### src/include/tesc_pkg.sv
package tesc_pkg;
	// ****************************************
	// Register map (word addresses on the bus)
	// ****************************************
	localparam logic [3:0] ADDR_CTRL = 4'h0;
	localparam logic [3:0] ADDR_STATE = 4'h1;
	localparam logic [3:0] ADDR_STATUS = 4'h2;
	localparam logic [3:0] ADDR_MASK = 4'h3;
	localparam logic [3:0] ADDR_POS = 4'h4;
	localparam logic [3:0] ADDR_TRIGCNT = 4'h5;

	// ****************************************
	// Control register fields
	// ****************************************
	localparam int CTRL_SRC_LSB = 0;
	localparam int CTRL_MF_TRIG = 2;
	localparam int CTRL_SYNC_TRIG = 3;
	localparam int CTRL_ENC_TRIG = 4;
	localparam int CTRL_KEY_OFF = 5;
	localparam int CTRL_KEY_LOCK = 6;
	localparam int CTRL_TRIG_EDGE = 7;
	localparam int CTRL_ENC_DIV_LSB = 8;
	localparam logic [31:0] CTRL_RESET = 32'h0000_0000;

	// ****************************************
	// Status / event bits
	// ****************************************
	localparam int EV_TRIG = 0;
	localparam int EV_DARK = 1;
	localparam int EV_FACTORY = 2;
	localparam int EV_INDEX = 3;
	localparam int EV_KEY_BLOCKED = 4;
	localparam int EV_WIDTH = 5;

	// ****************************************
	// Timing
	// ****************************************
	localparam int CLK_HZ = 100_000_000;
	localparam int SF_BLINK_HZ = 1;
	localparam int BF_BLINK_HZ = 2;
	localparam int DARK_BLINK_HZ = 4;
	localparam int FACTORY_HOLD_S = 10;
	localparam int SF_HALF_CYC = CLK_HZ / (2 * SF_BLINK_HZ);
	localparam int BF_HALF_CYC = CLK_HZ / (2 * BF_BLINK_HZ);
	localparam int DARK_HALF_CYC = CLK_HZ / (2 * DARK_BLINK_HZ);
	localparam longint FACTORY_HOLD_CYC = longint'(CLK_HZ) * FACTORY_HOLD_S;
	localparam int ENC_MAX_HZ = 1_000_000;
	localparam int ENC_MIN_CYC = CLK_HZ / ENC_MAX_HZ;

	typedef enum logic [1:0] {
		SRC_MULTIFUNCTION,
		SRC_SYNC_PAIR,
		SRC_ENCODER,
		SRC_NONE
	} tesc_src_type;

	typedef enum logic [1:0] {
		LAMP_OFF,
		LAMP_RED,
		LAMP_YELLOW,
		LAMP_GREEN
	} tesc_color_type;

	typedef enum logic [1:0] {
		KEY_IDLE,
		KEY_HELD,
		KEY_DONE
	} tesc_key_type;

	typedef struct packed {
		logic dark_active;
		logic saturated;
		logic too_weak;
		logic no_target;
		logic mid_span;
		logic dcp_signal;
		logic watchdog;
		logic diagnosis;
		logic system_error;
		logic no_exchange;
		logic no_config;
		logic link_down;
	} tesc_cond_type;

	typedef struct packed {
		tesc_color_type intensity;
		tesc_color_type range;
		logic system_fault_lamp;
		logic bus_fault_lamp;
	} tesc_lamps_type;
endpackage : tesc_pkg

### src/verilog/tesc_top.sv
// Decided for this implementation: the Avalon-MM slave port and the register offsets.
`timescale 1ns/1ps
module tesc_top #(
	parameter int POS_WIDTH = 32,
	parameter longint FACTORY_HOLD_CYC = tesc_pkg::FACTORY_HOLD_CYC,
	parameter int SF_HALF_CYC = tesc_pkg::SF_HALF_CYC,
	parameter int BF_HALF_CYC = tesc_pkg::BF_HALF_CYC,
	parameter int DARK_HALF_CYC = tesc_pkg::DARK_HALF_CYC
) (
	input wire logic clk_i,
	input wire logic reset_n_i,
	input wire logic [3:0] avs_address_i,
	input wire logic avs_read_i,
	input wire logic avs_write_i,
	input wire logic [31:0] avs_writedata_i,
	input wire logic [3:0] avs_byteenable_i,
	output logic [31:0] avs_readdata_o,
	output logic avs_waitrequest_o,
	input wire logic multifunction_i,
	input wire logic sync_pair_i,
	input wire logic encoder_a_i,
	input wire logic encoder_b_i,
	input wire logic encoder_index_positive_i,
	input wire logic key_i,
	input wire tesc_pkg::tesc_cond_type cond_i,
	output tesc_pkg::tesc_lamps_type lamps_o,
	output logic trigger_o,
	output logic dark_start_o,
	output logic factory_reset_o,
	output logic irq_o
);
	initial begin
		if (POS_WIDTH < 2 || POS_WIDTH > 32 || FACTORY_HOLD_CYC < 2 || SF_HALF_CYC < 1 ||
				BF_HALF_CYC < 1 || DARK_HALF_CYC < 1) begin
			$error("tesc_top: unsupported parameter values");
		end
	end

	// ****************************************
	// State
	// ****************************************
	typedef struct packed {
		logic [1:0][5:0] sync1;
		logic [5:0] pins;
		logic [5:0] pins_d;
		logic [31:0] ctrl;
		logic [tesc_pkg::EV_WIDTH-1:0] status;
		logic [tesc_pkg::EV_WIDTH-1:0] mask;
		logic [POS_WIDTH-1:0] pos;
		logic [15:0] enc_step;
		logic [31:0] trig_cnt;
		logic ack;
		logic [31:0] rdata;
		tesc_pkg::tesc_key_type key_st;
		logic [39:0] key_cnt;
		logic [31:0] sf_cnt;
		logic sf_ph;
		logic [31:0] bf_cnt;
		logic bf_ph;
		logic [31:0] dk_cnt;
		logic dk_ph;
		logic trig;
		logic dark_start;
		logic factory;
		tesc_pkg::tesc_lamps_type lamps;
	} tesc_state_type;

	tesc_state_type s_r;
	tesc_state_type s_nxt;

	function automatic logic [31:0] blink_next(input logic [31:0] cnt, input int half);
		blink_next = (cnt >= 32'(half - 1)) ? 32'h0000_0000 : cnt + 32'h0000_0001;
	endfunction : blink_next

	function automatic logic [31:0] apply_be(input logic [31:0] old, input logic [31:0] wd,
			input logic [3:0] be);
		for (int i = 0; i < 4; i++) begin
			apply_be[i*8 +: 8] = be[i] ? wd[i*8 +: 8] : old[i*8 +: 8];
		end
	endfunction : apply_be

	logic [5:0] pin_raw;
	assign pin_raw = {key_i, encoder_index_positive_i, encoder_b_i, encoder_a_i,
		sync_pair_i, multifunction_i};

	always_comb begin
		logic mf_edge;
		logic sy_edge;
		logic enc_step_ev;
		logic quad_ev;
		logic dir_up;
		logic idx_rise;
		logic key_now;
		logic [tesc_pkg::EV_WIDTH-1:0] ev;
		tesc_pkg::tesc_src_type src;
		logic edge_fall;
		logic [15:0] div;
		logic access;
		mf_edge = 1'b0;
		sy_edge = 1'b0;
		enc_step_ev = 1'b0;
		quad_ev = 1'b0;
		dir_up = 1'b0;
		idx_rise = 1'b0;
		key_now = 1'b0;
		ev = '0;
		src = tesc_pkg::tesc_src_type'(s_r.ctrl[tesc_pkg::CTRL_SRC_LSB +: 2]);
		edge_fall = s_r.ctrl[tesc_pkg::CTRL_TRIG_EDGE];
		div = s_r.ctrl[tesc_pkg::CTRL_ENC_DIV_LSB +: 16];
		access = avs_read_i || avs_write_i;
		s_nxt = s_r;

		// Three flops per pin before use
		s_nxt.sync1[0] = pin_raw;
		s_nxt.sync1[1] = s_r.sync1[0];
		s_nxt.pins = s_r.sync1[1];
		s_nxt.pins_d = s_r.pins;

		// ****************************************
		// Trigger sources
		// ****************************************
		mf_edge = edge_fall ? (s_r.pins_d[0] && !s_r.pins[0]) : (!s_r.pins_d[0] && s_r.pins[0]);
		sy_edge = edge_fall ? (s_r.pins_d[1] && !s_r.pins[1]) : (!s_r.pins_d[1] && s_r.pins[1]);

		// Quadrature: one step per A or B transition, direction from phase
		quad_ev = (s_r.pins[2] ^ s_r.pins_d[2]) ^ (s_r.pins[3] ^ s_r.pins_d[3]);
		dir_up = s_r.pins[2] ^ s_r.pins_d[3];
		idx_rise = !s_r.pins_d[4] && s_r.pins[4];
		// Both channels moving at once is a lost step, ignored; 1 MHz gives 100 cycles per edge
		if (idx_rise) begin
			s_nxt.pos = '0;
			ev[tesc_pkg::EV_INDEX] = 1'b1;
		end else if (quad_ev) begin
			s_nxt.pos = dir_up ? s_r.pos + 1'b1 : s_r.pos - 1'b1;
		end
		// Encoder trigger every div+1 steps
		if (quad_ev) begin
			if (s_r.enc_step >= div) begin
				s_nxt.enc_step = '0;
				enc_step_ev = 1'b1;
			end else begin
				s_nxt.enc_step = s_r.enc_step + 16'h0001;
			end
		end

		s_nxt.trig = 1'b0;
		unique case (src)
			tesc_pkg::SRC_MULTIFUNCTION: s_nxt.trig = mf_edge && s_r.ctrl[tesc_pkg::CTRL_MF_TRIG];
			tesc_pkg::SRC_SYNC_PAIR: s_nxt.trig = sy_edge && s_r.ctrl[tesc_pkg::CTRL_SYNC_TRIG];
			tesc_pkg::SRC_ENCODER: s_nxt.trig = enc_step_ev && s_r.ctrl[tesc_pkg::CTRL_ENC_TRIG];
			tesc_pkg::SRC_NONE: s_nxt.trig = 1'b0;
		endcase
		if (s_nxt.trig) begin
			s_nxt.trig_cnt = s_r.trig_cnt + 32'h0000_0001;
			ev[tesc_pkg::EV_TRIG] = 1'b1;
		end

		// ****************************************
		// Front key
		// ****************************************
		key_now = s_r.pins[5];
		s_nxt.dark_start = 1'b0;
		s_nxt.factory = 1'b0;
		unique case (s_r.key_st)
			tesc_pkg::KEY_IDLE: begin
				s_nxt.key_cnt = '0;
				if (key_now) begin
					if (s_r.ctrl[tesc_pkg::CTRL_KEY_OFF] || s_r.ctrl[tesc_pkg::CTRL_KEY_LOCK]) begin
						ev[tesc_pkg::EV_KEY_BLOCKED] = 1'b1;
						s_nxt.key_st = tesc_pkg::KEY_DONE;
					end else begin
						s_nxt.key_st = tesc_pkg::KEY_HELD;
					end
				end
			end
			tesc_pkg::KEY_HELD: begin
				s_nxt.key_cnt = s_r.key_cnt + 40'h00_0000_0001;
				if (!key_now) begin
					// Short press on release starts dark correction
					s_nxt.dark_start = 1'b1;
					ev[tesc_pkg::EV_DARK] = 1'b1;
					s_nxt.key_st = tesc_pkg::KEY_IDLE;
				end else if (s_r.key_cnt >= 40'(FACTORY_HOLD_CYC)) begin
					// Factory reset only; address and name are kept elsewhere
					s_nxt.factory = 1'b1;
					ev[tesc_pkg::EV_FACTORY] = 1'b1;
					s_nxt.key_st = tesc_pkg::KEY_DONE;
				end
			end
			tesc_pkg::KEY_DONE: begin
				if (!key_now) begin
					s_nxt.key_st = tesc_pkg::KEY_IDLE;
				end
			end
			default: s_nxt.key_st = tesc_pkg::KEY_IDLE;
		endcase

		// ****************************************
		// Lamps
		// ****************************************
		s_nxt.sf_cnt = blink_next(s_r.sf_cnt, SF_HALF_CYC);
		if (s_r.sf_cnt == 32'h0000_0000) begin
			s_nxt.sf_ph = !s_r.sf_ph;
		end
		s_nxt.bf_cnt = blink_next(s_r.bf_cnt, BF_HALF_CYC);
		if (s_r.bf_cnt == 32'h0000_0000) begin
			s_nxt.bf_ph = !s_r.bf_ph;
		end
		s_nxt.dk_cnt = blink_next(s_r.dk_cnt, DARK_HALF_CYC);
		if (s_r.dk_cnt == 32'h0000_0000) begin
			s_nxt.dk_ph = !s_r.dk_ph;
		end

		if (cond_i.dark_active) begin
			s_nxt.lamps.intensity = s_r.dk_ph ? tesc_pkg::LAMP_RED : tesc_pkg::LAMP_OFF;
			s_nxt.lamps.range = s_r.dk_ph ? tesc_pkg::LAMP_RED : tesc_pkg::LAMP_OFF;
		end else begin
			if (cond_i.saturated) begin
				s_nxt.lamps.intensity = tesc_pkg::LAMP_RED;
			end else if (cond_i.too_weak) begin
				s_nxt.lamps.intensity = tesc_pkg::LAMP_YELLOW;
			end else begin
				s_nxt.lamps.intensity = tesc_pkg::LAMP_GREEN;
			end
			if (cond_i.no_target) begin
				s_nxt.lamps.range = tesc_pkg::LAMP_RED;
			end else if (cond_i.mid_span) begin
				s_nxt.lamps.range = tesc_pkg::LAMP_YELLOW;
			end else begin
				s_nxt.lamps.range = tesc_pkg::LAMP_GREEN;
			end
		end
		// Steady faults outrank the signal-service flash
		if (cond_i.watchdog || cond_i.diagnosis || cond_i.system_error) begin
			s_nxt.lamps.system_fault_lamp = 1'b1;
		end else begin
			s_nxt.lamps.system_fault_lamp = cond_i.dcp_signal && s_r.sf_ph;
		end
		if (cond_i.no_config || cond_i.link_down) begin
			s_nxt.lamps.bus_fault_lamp = 1'b1;
		end else begin
			s_nxt.lamps.bus_fault_lamp = cond_i.no_exchange && s_r.bf_ph;
		end

		// ****************************************
		// Bus slave: one wait cycle, then answer
		// ****************************************
		s_nxt.ack = access && !s_r.ack;
		s_nxt.status = s_r.status;
		if (access && !s_r.ack) begin
			unique case (avs_address_i)
				tesc_pkg::ADDR_CTRL: s_nxt.rdata = s_r.ctrl;
				tesc_pkg::ADDR_STATE: s_nxt.rdata = {22'h00_0000, s_r.pins, s_r.key_st,
					s_r.lamps.system_fault_lamp, s_r.lamps.bus_fault_lamp};
				tesc_pkg::ADDR_STATUS: s_nxt.rdata = {27'h000_0000, s_r.status};
				tesc_pkg::ADDR_MASK: s_nxt.rdata = {27'h000_0000, s_r.mask};
				tesc_pkg::ADDR_POS: s_nxt.rdata = 32'(s_r.pos);
				tesc_pkg::ADDR_TRIGCNT: s_nxt.rdata = s_r.trig_cnt;
				default: s_nxt.rdata = 32'h0000_0000;
			endcase
		end
		if (s_r.ack && avs_write_i) begin
			unique case (avs_address_i)
				tesc_pkg::ADDR_CTRL: s_nxt.ctrl = apply_be(s_r.ctrl, avs_writedata_i, avs_byteenable_i);
				tesc_pkg::ADDR_MASK: if (avs_byteenable_i[0]) begin
					s_nxt.mask = avs_writedata_i[tesc_pkg::EV_WIDTH-1:0];
				end
				default: ;
			endcase
		end
		if (s_r.ack && avs_read_i && avs_address_i == tesc_pkg::ADDR_STATUS) begin
			s_nxt.status = '0;
		end
		// New events win over the read clear
		s_nxt.status = s_nxt.status | ev;

		if (!reset_n_i) begin
			s_nxt = '0;
			s_nxt.ctrl = tesc_pkg::CTRL_RESET;
			s_nxt.key_st = tesc_pkg::KEY_IDLE;
		end
	end

	always_ff @(posedge clk_i) begin
		s_r <= s_nxt;
	end

	assign avs_waitrequest_o = (avs_read_i || avs_write_i) && !s_r.ack;
	assign avs_readdata_o = s_r.rdata;
	assign lamps_o = s_r.lamps;
	assign trigger_o = s_r.trig;
	assign dark_start_o = s_r.dark_start;
	assign factory_reset_o = s_r.factory;
	assign irq_o = |(s_r.status & s_r.mask);
endmodule : tesc_top

### config.mk
export PLATFORM = sky130hd
export DESIGN_NAME = tesc_top
export DESIGN_NICKNAME = d
export VERILOG_FILES = /design/src/include/tesc_pkg.sv /design/src/verilog/tesc_top.sv
export SDC_FILE = /design/constraint.sdc
export NUM_CORES = 1
export LEC_CHECK = 0
export ABC_AREA = 1
export BUFFER_PORTS_ARGS = -buffer_cell sky130_fd_sc_hd__buf_2
export CAP_MARGIN = 20
export CORE_ASPECT_RATIO = 0.75
export CORE_MARGIN = 3
export CORE_UTILIZATION = 40
export DETAILED_ROUTE_END_ITERATION = 8
export PLACE_DENSITY = 0.68
export SETUP_SLACK_MARGIN = 0.2
export SYNTH_ARGS = -nofsm -noshare
export SYNTH_HDL_FRONTEND = slang
export SYNTH_SLANG_ARGS = --single-unit
### constraint.sdc
create_clock -name clk_i -period 3.52 [get_ports clk_i]
set_input_delay 0.704 -clock clk_i [delete_from_list [all_inputs] [get_ports clk_i]]
set_output_delay 0.704 -clock clk_i [all_outputs]
set_load 0.03 [all_outputs]
== Word-level counts from Yosys, hierarchy flattened ==
Index checks and enable logic that the tools add are counted.
W data, S select, Z words.

* Input bits: 62
* Register bits: 328

* Bitwise operators: 7
* Multiplexer cells: 33
* Reductions and logical operators: 47
* $add $sub $neg: 8
* Equal/unequal tests: 13
* $lt $le $gt $ge: 5

{| class="wikitable"
|+ Operators by type and width
! operator !! count
|-
| $pmux W32 S6 || 1
|-
| $add A32 B1 Y32 const B || 5
|-
| $logic_not A32 Y1 || 3
|-
| $pmux W40 S2 || 1
|-
| $add A40 B1 Y40 const B || 1
|-
| $ge A40 B30 Y1 const B || 1
|-
| $ge A32 B24 Y1 const B || 1
|-
| $ge A32 B25 Y1 const B || 1
|-
| $ge A32 B26 Y1 const B || 1
|-
| $mux W32 || 1
|-
| $sub A32 B1 Y32 const B || 1
|-
| $reduce_and A3 Y1 || 6
|-
| $mux W1 || 17
|-
| $add A16 B1 Y16 const B || 1
|-
| $ge A16 B16 Y1 || 1
|-
| $mux W16 || 1
|-
| $mux W2 || 8
|-
| $logic_and A1 B1 Y1 || 14
|-
| $logic_not A1 Y1 || 9
|-
| $eq A4 B2 Y1 const B || 2
|-
| $eq A4 B3 Y1 const B || 2
|-
| $reduce_or A2 Y1 || 4
|-
| $eq A2 B2 Y1 const B || 3
|-
| $pmux W2 S3 || 1
|-
| other kinds (17) || 27
|}

== Depth between registers and ports, before layout ==
* Word-level depth: 7
* Gate-level depth with buffers: 17
* Gate-level depth less buffers: 16

== Least setup slack after synthesis ==
OpenSTA, ideal clock, no wires.

* Path kind: reg2reg
* From: register s_r[313] in the netlist's numbering
* To: register s_r[259] in the netlist's numbering
* Cell stages (with the launch flop): 16
* Setup slack: -0.035 ns
* Arrival time: 3.446 ns
* Library setup time: 0.109 ns
* Data required time: 3.411 ns
* Cells stage by stage: dfxtp_1 > buf_2 > xnor2_1 > inv_1 > fa_1 > nand3b_1 > nand2_1 > nand3_1 > nand2_1 > nand2_1 > nand2_1 > nand3_1 > nand3_1 > nand3_1 > nand2_1 > inv_1

* Longest elaborated chain between the ends: 2
* Elaborated cells on any way between the ends: 4
* Those cells by class: 1 x mux; 3 x bitwise

{| class="wikitable"
|+ RTL lines
! element !! line !! text
|-
| start: declaration || tesc_top.sv:68 || <nowiki>tesc_state_type s_r;</nowiki>
|-
| start signal: assignment || tesc_top.sv:285 || <nowiki>s_r <= s_nxt;</nowiki>
|-
| $xor A1 B1 Y1 (on tied branches) || tesc_top.sv:127, tesc_top.sv:126 ||
|-
| $mux W32 / $xor A1 B1 Y1 (equally long branches) || tesc_top.sv:134, tesc_top.sv:126 ||
|}

Several ways; a longest one is shown, not always the timed one.
A chain may end at the register's enable or synchronous reset.

== Worst setup path in the final report ==
* From: register s_r[313] in the netlist's numbering
* To: register s_r[247] in the netlist's numbering

The elaborated chain is that of the path after synthesis.

==> flow_results.org <==
** Die
- Starting Density :: 40.7%
- Die height :: 191 um
- Number of standard-cell rows in the floorplan :: 67
- In this run the count of I/O pins placed on the die edge is roughly 110.
- Floorplan die area :: around 48000 sq um
- Die X-Extent :: 253 um
- The region available for standard cell placement spans approximately 45000 sq um.

** Final layout
- Area of the multi-input gates :: approximately 9600 sq um
- Commonest cells after routing, fill and taps aside :: nand2_1, inv_1, dfxtp_1
- The finished cells cover between 20000 and 25000 sq um.
- Leading cell type in the layout, fill and taps excluded :: nand2_1
- Of the cells placed in the final design, the portion with a size suffix greater than 1 is 10.1%.
- Across the whole layout, storage elements account for about 6600 sq um.
- After the flow finishes, the layout carries non-filler instances totaling 3376.
- The final layout contains 2884 nets.
- Fillcell total :: ~4500
- The repair_antennas step left the layout with diodes totalling 0.
- Growth of design area from synthesis to finish :: 11.4%
- Fin util :: 45.3%

** Yosys
- Yosys mapped a number of flops with a built-in enable equal to 0.
- Summing every instance area after synthesis gives 18200 sq um.
- The share of the Yosys chip area taken by registers is between 30% and 40%.
- Adder and majority cell fraction of the synthesized area :: approximately 4.0%
- Number of flip-flops and latches in the synthesized netlist :: ~330
- By area, the combinational part of the netlist is dominated by simple AND/OR/NAND/NOR gates.
- In this run the mean area of a mapped cell was about 6.8 sq um.
- Synthesis produced 2687 cells.
- Distinct cells, synth :: just over 60
- Simple-gate portion of the synthesized area :: between 30% and 40%
- The synthesized netlist devotes between 10 and 15% of its cell area to compound gates.
- The portion of synthesized area spent on multiplexers is 0%.
- The Yosys step of the flow raised 0 warnings.
- Share of flip-flops with an asynchronous set or reset after synthesis :: 0%
- Xor and xnor area share after synthesis :: between 3 and 4%
- The most used flip-flop cell after synthesis is dfxtp_1.

** Setup path
- List of cells traversed by the critical path :: xnor2_2 > buf_4 > ha_1 > nand2_1 > nor2_1 > nor2_1 > o21ai_0 > a21oi_1 > xnor2_1 > o21ai_0 > inv_1
- The slowest stage of the critical path is the buf_4 cell.
- The worst setup path is captured at a register.
- Required @ worst endpoint :: just under 4 ns
- STA puts the critical path data arrival time at around 3.5 ns.
- Type of the worst setup path :: register to register
- Stage delay of the slowest cell on the critical path :: 0.40 ns
- Worst setup path startpoint :: s_r[313]
- The worst register-to-register path begins at s_r[313].
- Of all nets on the critical path, the largest fanout is 26.
- Kind of start point of the critical path :: register

** Global routing
- The number of global-route vias before repair came to about 16000.
- Pin count of the biggest net entering global routing :: 90
- For this run, the total global-route usage over all layers was measured as approximately a fifth.
- The total overflow left after global routing is 0.
- The initial antenna violation count is 2.
- Wire length of the first global-routing pass :: 83600 um

** CTS
- The number of gates resized after CTS was 0.
- Number of H-tree levels :: 2
- For this design, the CTS-stage hold fixing added 0 buffers.
- For this design, the sink count on the clock tree is around 330.
- The root buffer cell chosen for the clock tree is clkbuf_16.
- Total setup buffers inserted after CTS :: 0
- Maximum clock path buffer count :: 3
- Latest clock arrival within the worst-skew pair :: approximately 0.56 ns
- Clock-pin slew was measured on the worst setup and hold paths at 0.06 ns.
- TritonCTS clock tree :: yes
- Number of CTS-inserted buffers :: 36

** Place
- Detailed Place HPWL :: around 40000 um
- Once placement completed, the tool counted placed cells totaling about 3300.
- At the placement stage, the worst setup path has a slack of 0.677 ns.
- Area after DPL :: around 19000 sq um
- Count of buffers from port buffering :: ~100
- Global placement routability congestion :: 0.992

** STA
- Setup violations remaining at the end of the flow were counted as 0.
- Max Clock Skew :: between 0.02 and 0.025 ns
- Timing would allow up to between 0.3 and 0.4 GHz.
- The worst pin sits at a relative slew slack of ~45%.
- At the pin with the least slew margin, the transition time is around 0.83 ns.
- Setup repair after global routing left no endpoint under its margin.
- The total count of hold-check failures in the final report is 0.
- Across all hold checks on the routed design, the worst slack comes to approximately 0.31 ns.
- The max-slew violation total from the final report was 0.
- The worst path meets setup with around 0.49 ns of slack.
- TNS Setup :: 0 ns
- Tcrit/Tclk final :: 86.2%
- The worst path in the final design needs a cycle of 3.03 ns, including I/O delays and setup.

** Routing
- For this run, the detailed router's first-pass iteration total came to 5.
- DR vias/cell :: 5.20
- After detailed routing, the number of remaining DRC violations is 0.
- The detailed router placed between 15000 and 20000 vias in this run.
- Remaining antenna violation count after routing :: 0
- For this block, the routed nets add up to roughly 52000 um of wire.
- Violation count after the first detailed-route iteration :: between 1500 and 2000
- In the final routed layout, each cell accounts on average for approximately 15 um.

** Run status
- The run finished with clean final reports.

** Flow run
- Max-cap violations :: 0

** Worst hold path
- In this run the worst hold path is classified as primary input to register.
- The startpoint identified for the worst hold timing path is cond_i[8].

** Power and ir drop
- Total Power :: between 8 and 9 mW
- Pwr per Cell Area :: ~430 nW/um^2
- Summed over all cells, the static leakage comes to roughly 9 nW.
- The worst-case IR drop observed on VDD is around 0.32 mV.
cells in the mapped netlist (13+ instances only):
master / count / area [sq um]
nand2_1: 580 / 2180
nor3b_1: 13 / 97.6
o221ai_1: 23 / 201
nand4_1: 86 / 538
buf_2: 17 / 85.1
clkbuf_1: 41 / 154
nor3_1: 72 / 360
xnor2_1: 13 / 114
ha_1: 56 / 701
nor4_1: 23 / 144
a21oi_1: 206 / 1030
xor2_1: 57 / 499
o21ai_0: 107 / 536
buf_4: 40 / 300
nor2_1: 320 / 1200
nor2_2: 13 / 81.3
inv_1: 407 / 1530
nand3_1: 122 / 611
dfxtp_1: 328 / 6570
layer usage:
metal	share of wire, %	wire length (um)	GRT usage (%)	vias up
met5	0.042	22	0	-
met4	2.0	1050	5.32	4
met3	8.3	4310	4.39	74
met2	42	21600	31.7	573
met1	48	25100	31.4	8084
li1	-	-	-	8818
report_power, final:
group	internal (mW)	switching [mW]
Clock	2.09	1.62
Sequential	3.78	0.0537
Combinational	0.386	0.862
worst paths after layout:
check,end,slack (ns),cells after the start
worst min-delay path,lamps_o[3],0.31,2
worst max register to register,s_r[247],0.49,11
worst max-delay path,s_r[247],0.49,11
worst min register to register,s_r[314],0.41,2
worst max-delay path: cells and delay by family (launching register included):
family | cells | cell delay [ns]
AO/OA/AOI/OAI | 3 | 0.67
XOR/XNOR | 2 | 0.57
adder cells (fa/ha/maj) | 1 | 0.38
buffers and inverters | 2 | 0.46
flip-flops | 1 | 0.38
AND/OR/NAND/NOR | 3 | 0.45
layout make-up:
cell class                 instances  area share (%)
inverter                         421            7.79
tap                              586            3.61
sequential                       328            32.3
multi-input combinational       1855            47.3
timing repair buffer             123            3.34
clock buffer                      49            5.12
clock inverter                    14           0.536
cell families (layout without fill, tap and decap cells):
| logic type | count (synthesis) | in the layout |
|---|---|---|
| xor+xnor | 70 | 70 |
| flops | 328 | 328 |
| other cells | 1 | 21 |
| fa+ha+maj | 57 | 57 |
| compound gates | 406 | 406 |
| buf+inv | 524 | 607 |
| simple gates | 1301 | 1301 |
flip-flops by register name, indices dropped and copies added (netlist names):
name,cells
avs_readdata_o,32
dark_start_o,1
factory_reset_o,1
lamps_o,6
s_r,287
trigger_o,1
Note: power is estimated with default switching activity, not from simulation.
